===== config.mk =====
export PLATFORM = sky130hd
export DESIGN_NAME = prm_ctl
export DESIGN_NICKNAME = d
export VERILOG_FILES = /design/src/verilog/prm_pkg.sv /design/src/verilog/prm_ctl.sv
export VERILOG_INCLUDE_DIRS = /design/src /design/src/verilog
export SDC_FILE = /design/constraint.sdc
export NUM_CORES = 1
export LEC_CHECK = 0
export ABC_CLOCK_PERIOD_IN_PS = 3650
export BUFFER_PORTS_ARGS = -buffer_cell sky130_fd_sc_hd__buf_2
export CAP_MARGIN = 20
export CORE_UTILIZATION = 43
export CTS_CLUSTER_SIZE = 12
export DETAILED_ROUTE_END_ITERATION = 16
export PLACE_DENSITY = 0.66
export RECOVER_POWER = 25
export SYNTH_ARGS = -nofsm -noshare
export SYNTH_HDL_FRONTEND = slang
export SYNTH_SLANG_ARGS = --single-unit

===== constraint.sdc =====
create_clock -name mclk -period 3.65 [get_ports mclk]
set_clock_uncertainty 0.2 [all_clocks]
set_input_delay 0.365 -clock mclk [delete_from_list [all_inputs] [get_ports mclk]]
set_output_delay 0.365 -clock mclk [all_outputs]
set_load 0.03 [all_outputs]

===== src/verilog/prm_regs.svh =====
`ifndef PRM_REGS_SVH
`define PRM_REGS_SVH
// ****************************************
// Register map (byte addresses)
// ****************************************
`define PRM_EDGE_OFS   16'hf1c0
`define PRM_CFG_OFS    16'hf1c4
`define PRM_STAT_OFS   16'hf1c8
`define PRM_WSRC_OFS   16'hf1cc
`define PRM_EDGE_RST   16'h0000
`define PRM_CFG_RST    16'h0000
`define PRM_CFG_VAR    5
`define PRM_CFG_W      16
// ****************************************
// Edge select field codes
// ****************************************
`define PRM_ES_OFF     2'h0
`define PRM_ES_RISE    2'h1
`define PRM_ES_FALL    2'h2
`define PRM_ES_ANY     2'h3
// ****************************************
// Timing
// ****************************************
`define PRM_MCLK_MHZ   20
`define PRM_WAKE_NS    40
`define PRM_WAKE_CYC   ((`PRM_WAKE_NS * `PRM_MCLK_MHZ + 999) / 1000)
`endif


===== src/verilog/prm_pkg.sv =====
`default_nettype none
package prm_pkg;
  typedef enum logic [2:0] {
    ST_RUN, ST_DRAIN, ST_LIGHT, ST_DEEP_PROT, ST_DEEP_INT, ST_WAKE
  } prm_state_t;

  // Requests and status from the CPU core
  typedef struct packed {
    logic sleep_req;
    logic deep_req;
    logic int_req;
    logic pec_ok;
    logic pec_fail;
    logic bus_idle;
    logic rdy_en;
    logic rdy_seen;
  } prm_cpu_t;
endpackage : prm_pkg
`default_nettype wire


===== src/verilog/prm_ctl.sv =====
`include "prm_regs.svh"
`timescale 1ns/1ps
`default_nettype none
module prm_ctl
  import prm_pkg::*;
(
  // Clock and reset
  input  wire logic        mclk,
  input  wire logic        rst,
  // APB slave
  input  wire logic        psel,
  input  wire logic        penable,
  input  wire logic        pwrite,
  input  wire logic [15:0] paddr,
  input  wire logic [31:0] pwdata,
  output logic      [31:0] prdata,
  output logic             pready,
  output logic             pslverr,
  // CPU core
  input  wire prm_cpu_t    cpu,
  input  wire logic [7:0]  interrupt_enable_bit,
  // Pins
  input  wire logic [7:0]  fast_interrupt_pin,
  input  wire logic        nmi_pin_n,
  input  wire logic        reset_input_pin_n,
  input  wire logic        wake_delay_below,
  // Power control
  output logic             cpu_halt,
  output logic             periph_halt,
  output logic             osc_run,
  output logic             delay_pulldown,
  output logic             delay_pullup,
  output logic             resume,
  output logic             refused,
  output logic [7:0]       wake_irq,
  output logic [7:0]       interrupt_request_flag
);

  // ****************************************
  // Helpers
  // ****************************************
  function automatic logic hit(input logic [15:0] a,
                               input logic [15:0] o);
    hit = (a == o);
  endfunction : hit

  function automatic logic pin_idle(input logic [1:0] es,
                                    input logic lvl);
    case (es)
      `PRM_ES_RISE: pin_idle = !lvl;
      `PRM_ES_FALL: pin_idle = lvl;
      default:      pin_idle = 1'b1;
    endcase
  endfunction : pin_idle

  function automatic logic pin_wake(input logic [1:0] es,
                                    input logic lvl,
                                    input logic ref_lvl);
    case (es)
      `PRM_ES_RISE: pin_wake = lvl;
      `PRM_ES_FALL: pin_wake = !lvl;
      `PRM_ES_ANY:  pin_wake = lvl ^ ref_lvl;
      default:      pin_wake = 1'b0;
    endcase
  endfunction : pin_wake

  // ****************************************
  // Pin synchronisers
  // ****************************************
  // Bits: 7..0 fast pins, 8 nmi, 9 reset pin, 10 delay
  logic [10:0] s1_q, s2_q, s3_q, f_q;
  wire  [10:0] raw = {wake_delay_below, reset_input_pin_n,
                      nmi_pin_n, fast_interrupt_pin};
  wire  [10:0] agree = ~(s2_q ^ s3_q);
  wire  [10:0] f_d = (agree & s3_q) | (~agree & f_q);

  always_ff @(posedge mclk) begin
    if (rst) begin
      s1_q <= 11'h600;
      s2_q <= 11'h600;
      s3_q <= 11'h600;
      f_q  <= 11'h600;
    end else begin
      s1_q <= raw;
      s2_q <= s1_q;
      s3_q <= s2_q;
      f_q  <= f_d;
    end
  end

  wire [7:0] pin_f  = f_q[7:0];
  wire       nmi_lo = !f_q[8];
  wire       rpin_n = f_q[9];
  wire       dly_f  = f_q[10];

  // ****************************************
  // Registers
  // ****************************************
  logic [15:0] edge_q, cfg_q;
  logic [7:0]  wsrc_q;
  wire  wr_go = psel & penable & pready & pwrite;
  wire  rd_en = psel & !penable;
  wire  h_edge = hit(paddr, `PRM_EDGE_OFS);
  wire  h_cfg  = hit(paddr, `PRM_CFG_OFS);
  wire  h_stat = hit(paddr, `PRM_STAT_OFS);
  wire  h_wsrc = hit(paddr, `PRM_WSRC_OFS);
  wire  h_any  = h_edge | h_cfg | h_stat | h_wsrc;
  wire  var_int = cfg_q[`PRM_CFG_VAR];

  prm_state_t st_q, st_d;
  logic        deep_q;
  logic [7:0]  ref_q;

  wire [31:0] stat_w = {17'h0, dly_f, rpin_n, nmi_lo,
                        pin_f, 1'b0, st_q};
  wire [31:0] rd_w = h_edge ? {16'h0, edge_q} :
                     h_cfg  ? {16'h0, cfg_q}  :
                     h_stat ? stat_w :
                     h_wsrc ? {24'h0, wsrc_q} : 32'h0;

  always_ff @(posedge mclk) begin
    if (rst) begin
      pready  <= 1'b0;
      pslverr <= 1'b0;
      prdata  <= 32'h0;
    end else begin
      pready  <= rd_en;
      pslverr <= rd_en & !h_any;
      prdata  <= (rd_en & !pwrite) ? rd_w : 32'h0;
    end
  end

  always_ff @(posedge mclk) begin
    if (rst) begin
      edge_q <= `PRM_EDGE_RST;
      cfg_q  <= `PRM_CFG_RST;
    end else if (wr_go) begin
      if (h_edge)
        edge_q <= pwdata[15:0];
      if (h_cfg)
        cfg_q  <= pwdata[15:0];
    end
  end

  // ****************************************
  // Per-pin deep sleep checks
  // ****************************************
  wire  [7:0] idle_w, wake_w;
  wire  [7:0] rise_m, fall_m, any_m;
  genvar gi;
  generate
    for (gi = 0; gi < 8; gi++) begin : g_pin
      wire [1:0] es = edge_q[2*gi+1:2*gi];
      assign idle_w[gi] = pin_idle(es, pin_f[gi]);
      assign wake_w[gi] = pin_wake(es, pin_f[gi], ref_q[gi]);
      assign rise_m[gi] = (es == `PRM_ES_RISE);
      assign fall_m[gi] = (es == `PRM_ES_FALL);
      assign any_m[gi]  = (es == `PRM_ES_ANY);
    end
  endgenerate

  wire all_idle = &idle_w;
  wire any_wake = |wake_w;

  // ****************************************
  // Mode sequencer
  // ****************************************
  wire rdy_bad  = cpu.rdy_en & !cpu.rdy_seen;
  wire deep_ok  = var_int ? all_idle : nmi_lo;
  wire drain_ok = cpu.bus_idle & !rdy_bad;
  wire refuse_w = (st_q == ST_DRAIN) & cpu.bus_idle &
                  (rdy_bad | (deep_q & !deep_ok));
  logic wake_go;

  always_comb begin
    st_d    = st_q;
    wake_go = 1'b0;
    case (st_q)
      ST_RUN: begin
        if (cpu.sleep_req | cpu.deep_req)
          st_d = ST_DRAIN;
      end
      ST_DRAIN: begin
        // Stays here while the bus is busy
        if (refuse_w)
          st_d = ST_RUN;
        else if (drain_ok & !deep_q)
          st_d = ST_LIGHT;
        else if (drain_ok)
          st_d = var_int ? ST_DEEP_INT : ST_DEEP_PROT;
      end
      ST_LIGHT: begin
        if (cpu.int_req | cpu.pec_fail)
          st_d = ST_RUN;
      end
      ST_DEEP_PROT: begin
        if (!rpin_n)
          st_d = ST_RUN;
      end
      ST_DEEP_INT: begin
        if (!rpin_n)
          st_d = ST_RUN;
        else if (any_wake) begin
          st_d    = ST_WAKE;
          wake_go = 1'b1;
        end
      end
      ST_WAKE: begin
        if (!rpin_n | dly_f)
          st_d = ST_RUN;
      end
      default: st_d = ST_RUN;
    endcase
  end

  wire halt_d  = !(st_d == ST_RUN || st_d == ST_DRAIN);
  wire deep_d  = (st_d == ST_DEEP_PROT) || (st_d == ST_DEEP_INT);
  wire wake_d  = (st_d == ST_WAKE);
  wire done_w  = (st_q != ST_RUN) && (st_q != ST_DRAIN) &&
                 (st_d == ST_RUN) && rpin_n;
  // Enabled wake sources pulse their service one cycle after resume
  logic [7:0] pend_q;
  wire  [7:0] wsrc_clr = (wr_go & h_wsrc) ? pwdata[7:0] : 8'h00;
  wire  [7:0] wsrc_set = wake_go ? wake_w : 8'h00;

  always_ff @(posedge mclk) begin
    if (rst) begin
      st_q   <= ST_RUN;
      deep_q <= 1'b0;
      ref_q  <= 8'h00;
      wsrc_q <= 8'h00;
      pend_q <= 8'h00;
    end else begin
      st_q   <= st_d;
      if (st_q == ST_RUN)
        deep_q <= cpu.deep_req & !cpu.sleep_req;
      if (st_d == ST_DEEP_INT && st_q != ST_DEEP_INT)
        ref_q <= pin_f;
      wsrc_q <= (wsrc_q & ~wsrc_clr) | wsrc_set;
      if (wake_go)
        pend_q <= wake_w & interrupt_enable_bit;
      else if (!halt_d && st_q == ST_RUN)
        pend_q <= 8'h00;
    end
  end

  // ****************************************
  // Registered outputs
  // ****************************************
  always_ff @(posedge mclk) begin
    if (rst) begin
      cpu_halt       <= 1'b0;
      periph_halt    <= 1'b0;
      osc_run        <= 1'b1;
      delay_pulldown <= 1'b0;
      delay_pullup   <= 1'b0;
      resume         <= 1'b0;
      refused        <= 1'b0;
      wake_irq       <= 8'h00;
      interrupt_request_flag <= 8'h00;
    end else begin
      cpu_halt       <= halt_d;
      periph_halt    <= deep_d | wake_d;
      osc_run        <= !deep_d;
      delay_pulldown <= wake_d | !rpin_n;
      // Pull-up off while the pull-down discharges the node
      delay_pullup   <= var_int & !wake_d & rpin_n;
      resume         <= done_w;
      refused        <= refuse_w;
      wake_irq       <= (resume && st_q == ST_RUN) ? pend_q : 8'h00;
      interrupt_request_flag <= (wsrc_q & ~wsrc_clr) | wsrc_set;
    end
  end

  // Active pins restated from the field codes, apart from the helper functions
  wire [7:0] act_m = (rise_m & pin_f) | (fall_m & ~pin_f) | (any_m & (pin_f ^ ref_q));
endmodule : prm_ctl
`default_nettype wire


Yosys cells after proc, flatten, opt, wreduce, memory -nomap -nowiden
Index checks and enable logic that the tools add are counted.
W data, S select, Z words.

storage, ports and cells
  flip-flop bits (word level) = 153
  input port bits = 80
  output and inout bits = 57
  logic and storage cells = 186

operators by class
  eq/ne operators = 39
  multiplexer cells = 39
  bitwise operators = 45
  reductions and logical operators = 40

operators with widths
  kind                    count
  $eq A16 B16 Y1 const B  4
  $mux W8                 5
  $eq A2 B2 Y1 const B    16
  $mux W16                2
  $mux W3                 10
  $pmux W1 S3             8
  $and A11 B11 Y11        2
  $not A11 Y11            2
  $logic_not A1 Y1        21
  $pmux W3 S6             1
  $and A1 B1 Y1           16
  $and A8 B8 Y8           2
  $eq A2 B1 Y1 const B    8
  $pmux W1 S2             8
  $mux W15                1
  $eq A3 B3 Y1 const B    4
  $or A11 B11 Y11         1
  $xor A11 B11 Y11        1
  $eq A3 B2 Y1 const B    3
  $or A1 B1 Y1            9
  $not A8 Y8              1
  $or A8 B8 Y8            1
  $reduce_and A8 Y1       1
  $reduce_or A8 Y1        1
  14 further kinds        35

Longest topological paths before layout
  depth after elaboration = 15
  gate-level depth with buffers = 9
  mapped depth without buffers = 8

Least setup slack after synthesis
Ideal clock, no wire load.

  kind = register -> register
  start = reg edge_q[2]
  end = reg resume
  setup time = 0.060 ns
  arrival time = 2.090 ns
  required time = 3.390 ns
  setup slack = 1.300 ns
  stages on the path, launching flop included = 9
  buffers on the path = 0
  clock period less this slack = 2.350 ns
  path through = dfxtp_1 -> inv_1 -> ha_1 -> a211oi_2 -> a311oi_1 -> or4_4 -> o31a_1 -> nor3b_2 -> and3_1

on the way
  longest elaborated chain between the ends = 13
  elaborated cells on any way between the ends = 19
  those cells by class = eq/ne (3); mux (7); bitwise (3); reduce/logical (6)

RTL lines
  what                                                 RTL line                      source
  from (decl)                                          prm_ctl.sv:99                 logic [15:0] edge_q, cfg_q;
  from (signal assigned)                               prm_ctl.sv:135                edge_q <= `PRM_EDGE_RST;
  from (signal assigned)                               prm_ctl.sv:139                edge_q <= pwdata[15:0];
  $eq A2 B2 Y1 / $eq A2 B1 Y1 (equally long branches)  prm_ctl.sv:49, prm_ctl.sv:59
  $pmux W1 S2                                          prm_ctl.sv:49                 case (es)
  $reduce_and A8 Y1                                    prm_ctl.sv:162                wire all_idle = &idle_w;
  $mux W1                                              prm_ctl.sv:169                wire deep_ok = var_int ? all_idle : nmi_lo;
  $logic_not A1 Y1                                     prm_ctl.sv:172                (rdy_bad | (deep_q & !deep_ok));
  $and A1 B1 Y1                                        prm_ctl.sv:172
  $or A1 B1 Y1                                         prm_ctl.sv:172
  $and A1 B1 Y1                                        prm_ctl.sv:171                wire refuse_w = (st_q == ST_DRAIN) & cpu.bus_idle &
  $mux W3                                              prm_ctl.sv:185                if (refuse_w)
  $pmux W3 S6 (*)                                      prm_ctl.sv:178                case (st_q)
  $logic_not A3 Y1 (*)                                 prm_ctl.sv:220                (st_d == ST_RUN) && rpin_n;
  $logic_and A1 B1 Y1 (*)                              prm_ctl.sv:219                wire done_w = (st_q != ST_RUN) && (st_q != ST_DRAIN) &&
  $logic_and A1 B1 Y1 (*)                              prm_ctl.sv:220
  to (signal assigned)                                 prm_ctl.sv:268                resume <= done_w;
  to (decl)                                            prm_ctl.sv:33                 output logic resume,

Every way passes the cells marked *; elsewhere a longest branch is shown, timed or not.
A chain may end at the register's enable or synchronous reset.

==> impl_summary.txt <==
----------------------------------------------------
[Global route]
  GRT Residual Overflow ... 0
  Vias in the first global route ... 4665
  Wire length of the first global-routing pass ... 22200 um
  Total GRT Usage ... 20.2%
  Pin count of the biggest net entering global routing ... 60
  Initial antenna violation count ... 0

[Logic synthesis]
  Synthesized netlist cell count ... 631
  Top cell type by total area after synthesis ... sky130_fd_sc_hd__dfxtp_1
  Post-Synthesis Mean Instance Area ... 9.34 um2
  Share of the synthesized area in the top cell type ... 46.6%
  Mapped cell area ... 0.00589 mm2
  Post-synthesis sequential area ratio ... 46.6%
  Post-synth EDFFs ... 0
  Fraction of registers with async set/reset ... 0%
  Most frequent cells after synthesis ... sky130_fd_sc_hd__dfxtp_1 (137), sky130_fd_sc_hd__nor2_1 (63), sky130_fd_sc_hd__mux2i_1 (59), sky130_fd_sc_hd__a21oi_1 (47), sky130_fd_sc_hd__nand2_1 (34)
  Total of flip-flops plus latches after synthesis ... 137
  Synthesis warning total ... 0
  Synth top area cells ... sky130_fd_sc_hd__dfxtp_1 (47%), sky130_fd_sc_hd__mux2i_1 (10%), sky130_fd_sc_hd__ha_1 (6.8%)
  Most frequently used cell type in the post-synthesis netlist ... sky130_fd_sc_hd__dfxtp_1
  Unique masters post-synth ... 49
  Top_reg_cell synth ... sky130_fd_sc_hd__dfxtp_1

[CTS]
  Clock insertion delay at the later pin of the skew report ... 0.42 ns
  # resized after CTS ... 0
  Count of clock tree sinks ... 137
  Buffer type at the clock tree root ... sky130_fd_sc_hd__clkbuf_16
  Deepest level of the CTS H-tree ... 4
  Register clock-pin slew on the reported worst setup and hold paths ... 0.05 ns
  Cts bufs inserted ... 17
  Clock buffer depth ... 2
  Clock tree from TritonCTS ... yes

[Timing]
  Final setup violation count ... 0
  Setup repair after global routing missed its margin ... false
  Smallest hold slack ... 0.0164 ns
  Measured slew at the worst slew-check pin ... 2.11 ns
  Relative slew margins ... -40.8%
  Number of slew-limit violations in the final report ... 55
  Fmax ... 359 MHz
  Post-route fraction of the period consumed by the critical path ... 76.3%
  Final Hold Viols ... 0
  Final total negative setup slack ... 0 ns
  Shortest period the worst path allows ... 2.79 ns

[Place]
  Placed wire-length estimate after detailed placement ... 9870 um
  Gpl congestion ... 0.781
  Placed cell areas ... 0.00646 mm2
  Buffers added on ports ... 103

[Floorplanning]
  Area of the core ... 0.0133 mm2
  Width of the die ... 119 um
  Number of top-level pins ... 137
  Die Outline Area ... 0.0142 mm2
  Initial Util ... 44.3%
  Die span in y ... 119 um
  Number of placement rows ... 42

[Finish]
  Growth of design area from synthesis to finish ... 22.1%
  Diodes inserted ... 0
  FILL cells ... 1195
  Final #Nets ... 853
  Core utilization of the finished layout ... 54.1%
  Final instance area ... 0.00719 mm2
  Fraction of layout cells with a size suffix above 1 ... 16.6%

[Setup path]
  Critical path arrival ... 2.89 ns
  Buf/Inv on CP ... 2
  Data required, critical path ... 3.75 ns
  Maximum fanout encountered on the critical timing path ... 59
  Worst path max stage delay ... 1.57 ns
  Kind of cell with the highest combined delay on the critical path ... buffers and inverters
  Critical-path cell list ... buf_4 -> clkbuf_1 -> nor3b_2 -> and3_1
  Worst setup EP type ... register
  Crit start category ... input port
  WS Path Type ... in2reg
  Startpoint of the most critical register-to-register path ... edge_q[2]
  Startpoint of the worst setup timing path ... rst
  Cell with the biggest individual delay on the critical path ... sky130_fd_sc_hd__clkbuf_1

[Drt]
  DRC viols ... 0
  Total vias in the final route ... 4729
  Violation count after the first detailed-routing iteration ... 311
  Number of search-and-repair iterations in the first detailed-routing pass ... 4
  Mean routed wirelength per cell ... 14.7 um
  Vias per cell ... 5.10
  Antenna Violating Nets Remaining ... 0
  Overall routed net length ... 13700 um

[Min path]
  HP Class ... in2reg
  Hold path startpoint ... pwdata[8]

[Status]
  Result of the run ... finished, violations left
  Violated checks ... capacitance limit, slew limit

[Power]
  PwrDens ... 468 mW/mm2
  Peak VDD IR ... 0.326 mV
  Total power ... 0.00337 W
  P_leak ... 2.87 nW

[Flow run]
  Number of max-capacitance violations reported ... 1

----------------------------------------------------
==> where the power goes <==
group          switching (W)  internal (W)
Combinational       0.000102     0.0000705
Clock               0.000590       0.00107
Sequential         0.0000138       0.00152
Total               0.000706       0.00266
==> area by class of cell <==
cell class	instances	area, um2	area share, %
clock buffer	20	447	6.21
timing repair buffer	130	729	10.1
clock inverter	10	128	1.77
multi-input combinational	422	2800	38.9
sequential	137	2740	38.1
tap	176	220	3.06
inverter	33	124	1.72
==> sequential cells by signal, summed over array words and instances, names as in the netlist, 3 cells and up, named ones only <==
signal and count:
cfg_q 16, edge_q 16, interrupt_request_flag 8, pend_q 8, prdata 16, ref_q 8, s1_q 11, s2_q 11
s3_q 11, st_q 3, wake_irq 8
==> final timing paths <==
kind | to | slack, ns | cells after the start
max | resume | 0.86 | 4
min | edge_q[8] | 0.02 | 3
max reg2reg | osc_run | 0.97 | 8
min reg2reg | s2_q[10] | 0.20 | 1
==> per-stage QoR <==
step           instances  worst slack [ns]
2_1_floorplan        646              1.30
3_3_place_gp         878             0.984
6_report             928             0.864
3_5_place_dp         878             0.943
5_1_grt              928             0.560
4_1_cts              928              1.02
==> placed cells by master, fill, tap and decap left out, types with 2 or more instances in the layout <==
cell and instances:
sky130_fd_sc_hd__a211oi_1 6, sky130_fd_sc_hd__a211oi_2 3, sky130_fd_sc_hd__a21o_1 2, sky130_fd_sc_hd__a21oi_1 47, sky130_fd_sc_hd__a221oi_1 7, sky130_fd_sc_hd__a22oi_1 4
sky130_fd_sc_hd__a311oi_1 8, sky130_fd_sc_hd__and2_1 10, sky130_fd_sc_hd__and4b_1 2, sky130_fd_sc_hd__buf_2 72, sky130_fd_sc_hd__buf_4 7, sky130_fd_sc_hd__bufinv_16 3
sky130_fd_sc_hd__clkbuf_1 33, sky130_fd_sc_hd__clkbuf_16 17, sky130_fd_sc_hd__clkinv_2 6, sky130_fd_sc_hd__conb_1 16, sky130_fd_sc_hd__dfxtp_1 137, sky130_fd_sc_hd__dlygate4sd3_1 20
sky130_fd_sc_hd__ha_1 32, sky130_fd_sc_hd__inv_1 33, sky130_fd_sc_hd__mux2_2 3, sky130_fd_sc_hd__mux2i_1 59, sky130_fd_sc_hd__nand2_1 34, sky130_fd_sc_hd__nand2b_1 9
sky130_fd_sc_hd__nand3_1 26, sky130_fd_sc_hd__nand4_1 4, sky130_fd_sc_hd__nor2_1 63, sky130_fd_sc_hd__nor2b_1 30, sky130_fd_sc_hd__nor3_1 6, sky130_fd_sc_hd__nor3b_1 3
sky130_fd_sc_hd__o211ai_1 2, sky130_fd_sc_hd__o21ai_0 19, sky130_fd_sc_hd__o21bai_1 2, sky130_fd_sc_hd__or2_2 6, sky130_fd_sc_hd__or4_4 2
==> logic make-up after synthesis <==
family	count (synthesis)	synth area share, %
mux	62	10.6
compound gates	108	11.5
simple gates	204	17.5
fa+ha+maj	32	6.80
flops	137	46.6
buf+inv	87	6.97
other cells	1	0.0637
==> metal layers <==
layer	wire (um)	up-vias	global-route usage, %	part of all wire [%]
li1	-	2324	-	-
met1	5670	2255	22.7	41
met2	7040	121	35.4	52
met3	660	29	5.65	4.8
met4	294	0	8.78	2.2
met5	0	-	0	0
==> tightest hold or removal path, cell delays in order <==
cell and delay [ns]:
sky130_fd_sc_hd__buf_2 0.10, sky130_fd_sc_hd__mux2i_1 0.06, sky130_fd_sc_hd__nor2_1 0.08
==> what timing repair did <==
action,CTS,global route
endpoints found under the hold margin,20,0
hold buffers,20,0
setup buffers,0,0
setup endpoints to repair,0,0
(Power assumes the default switching activity.)
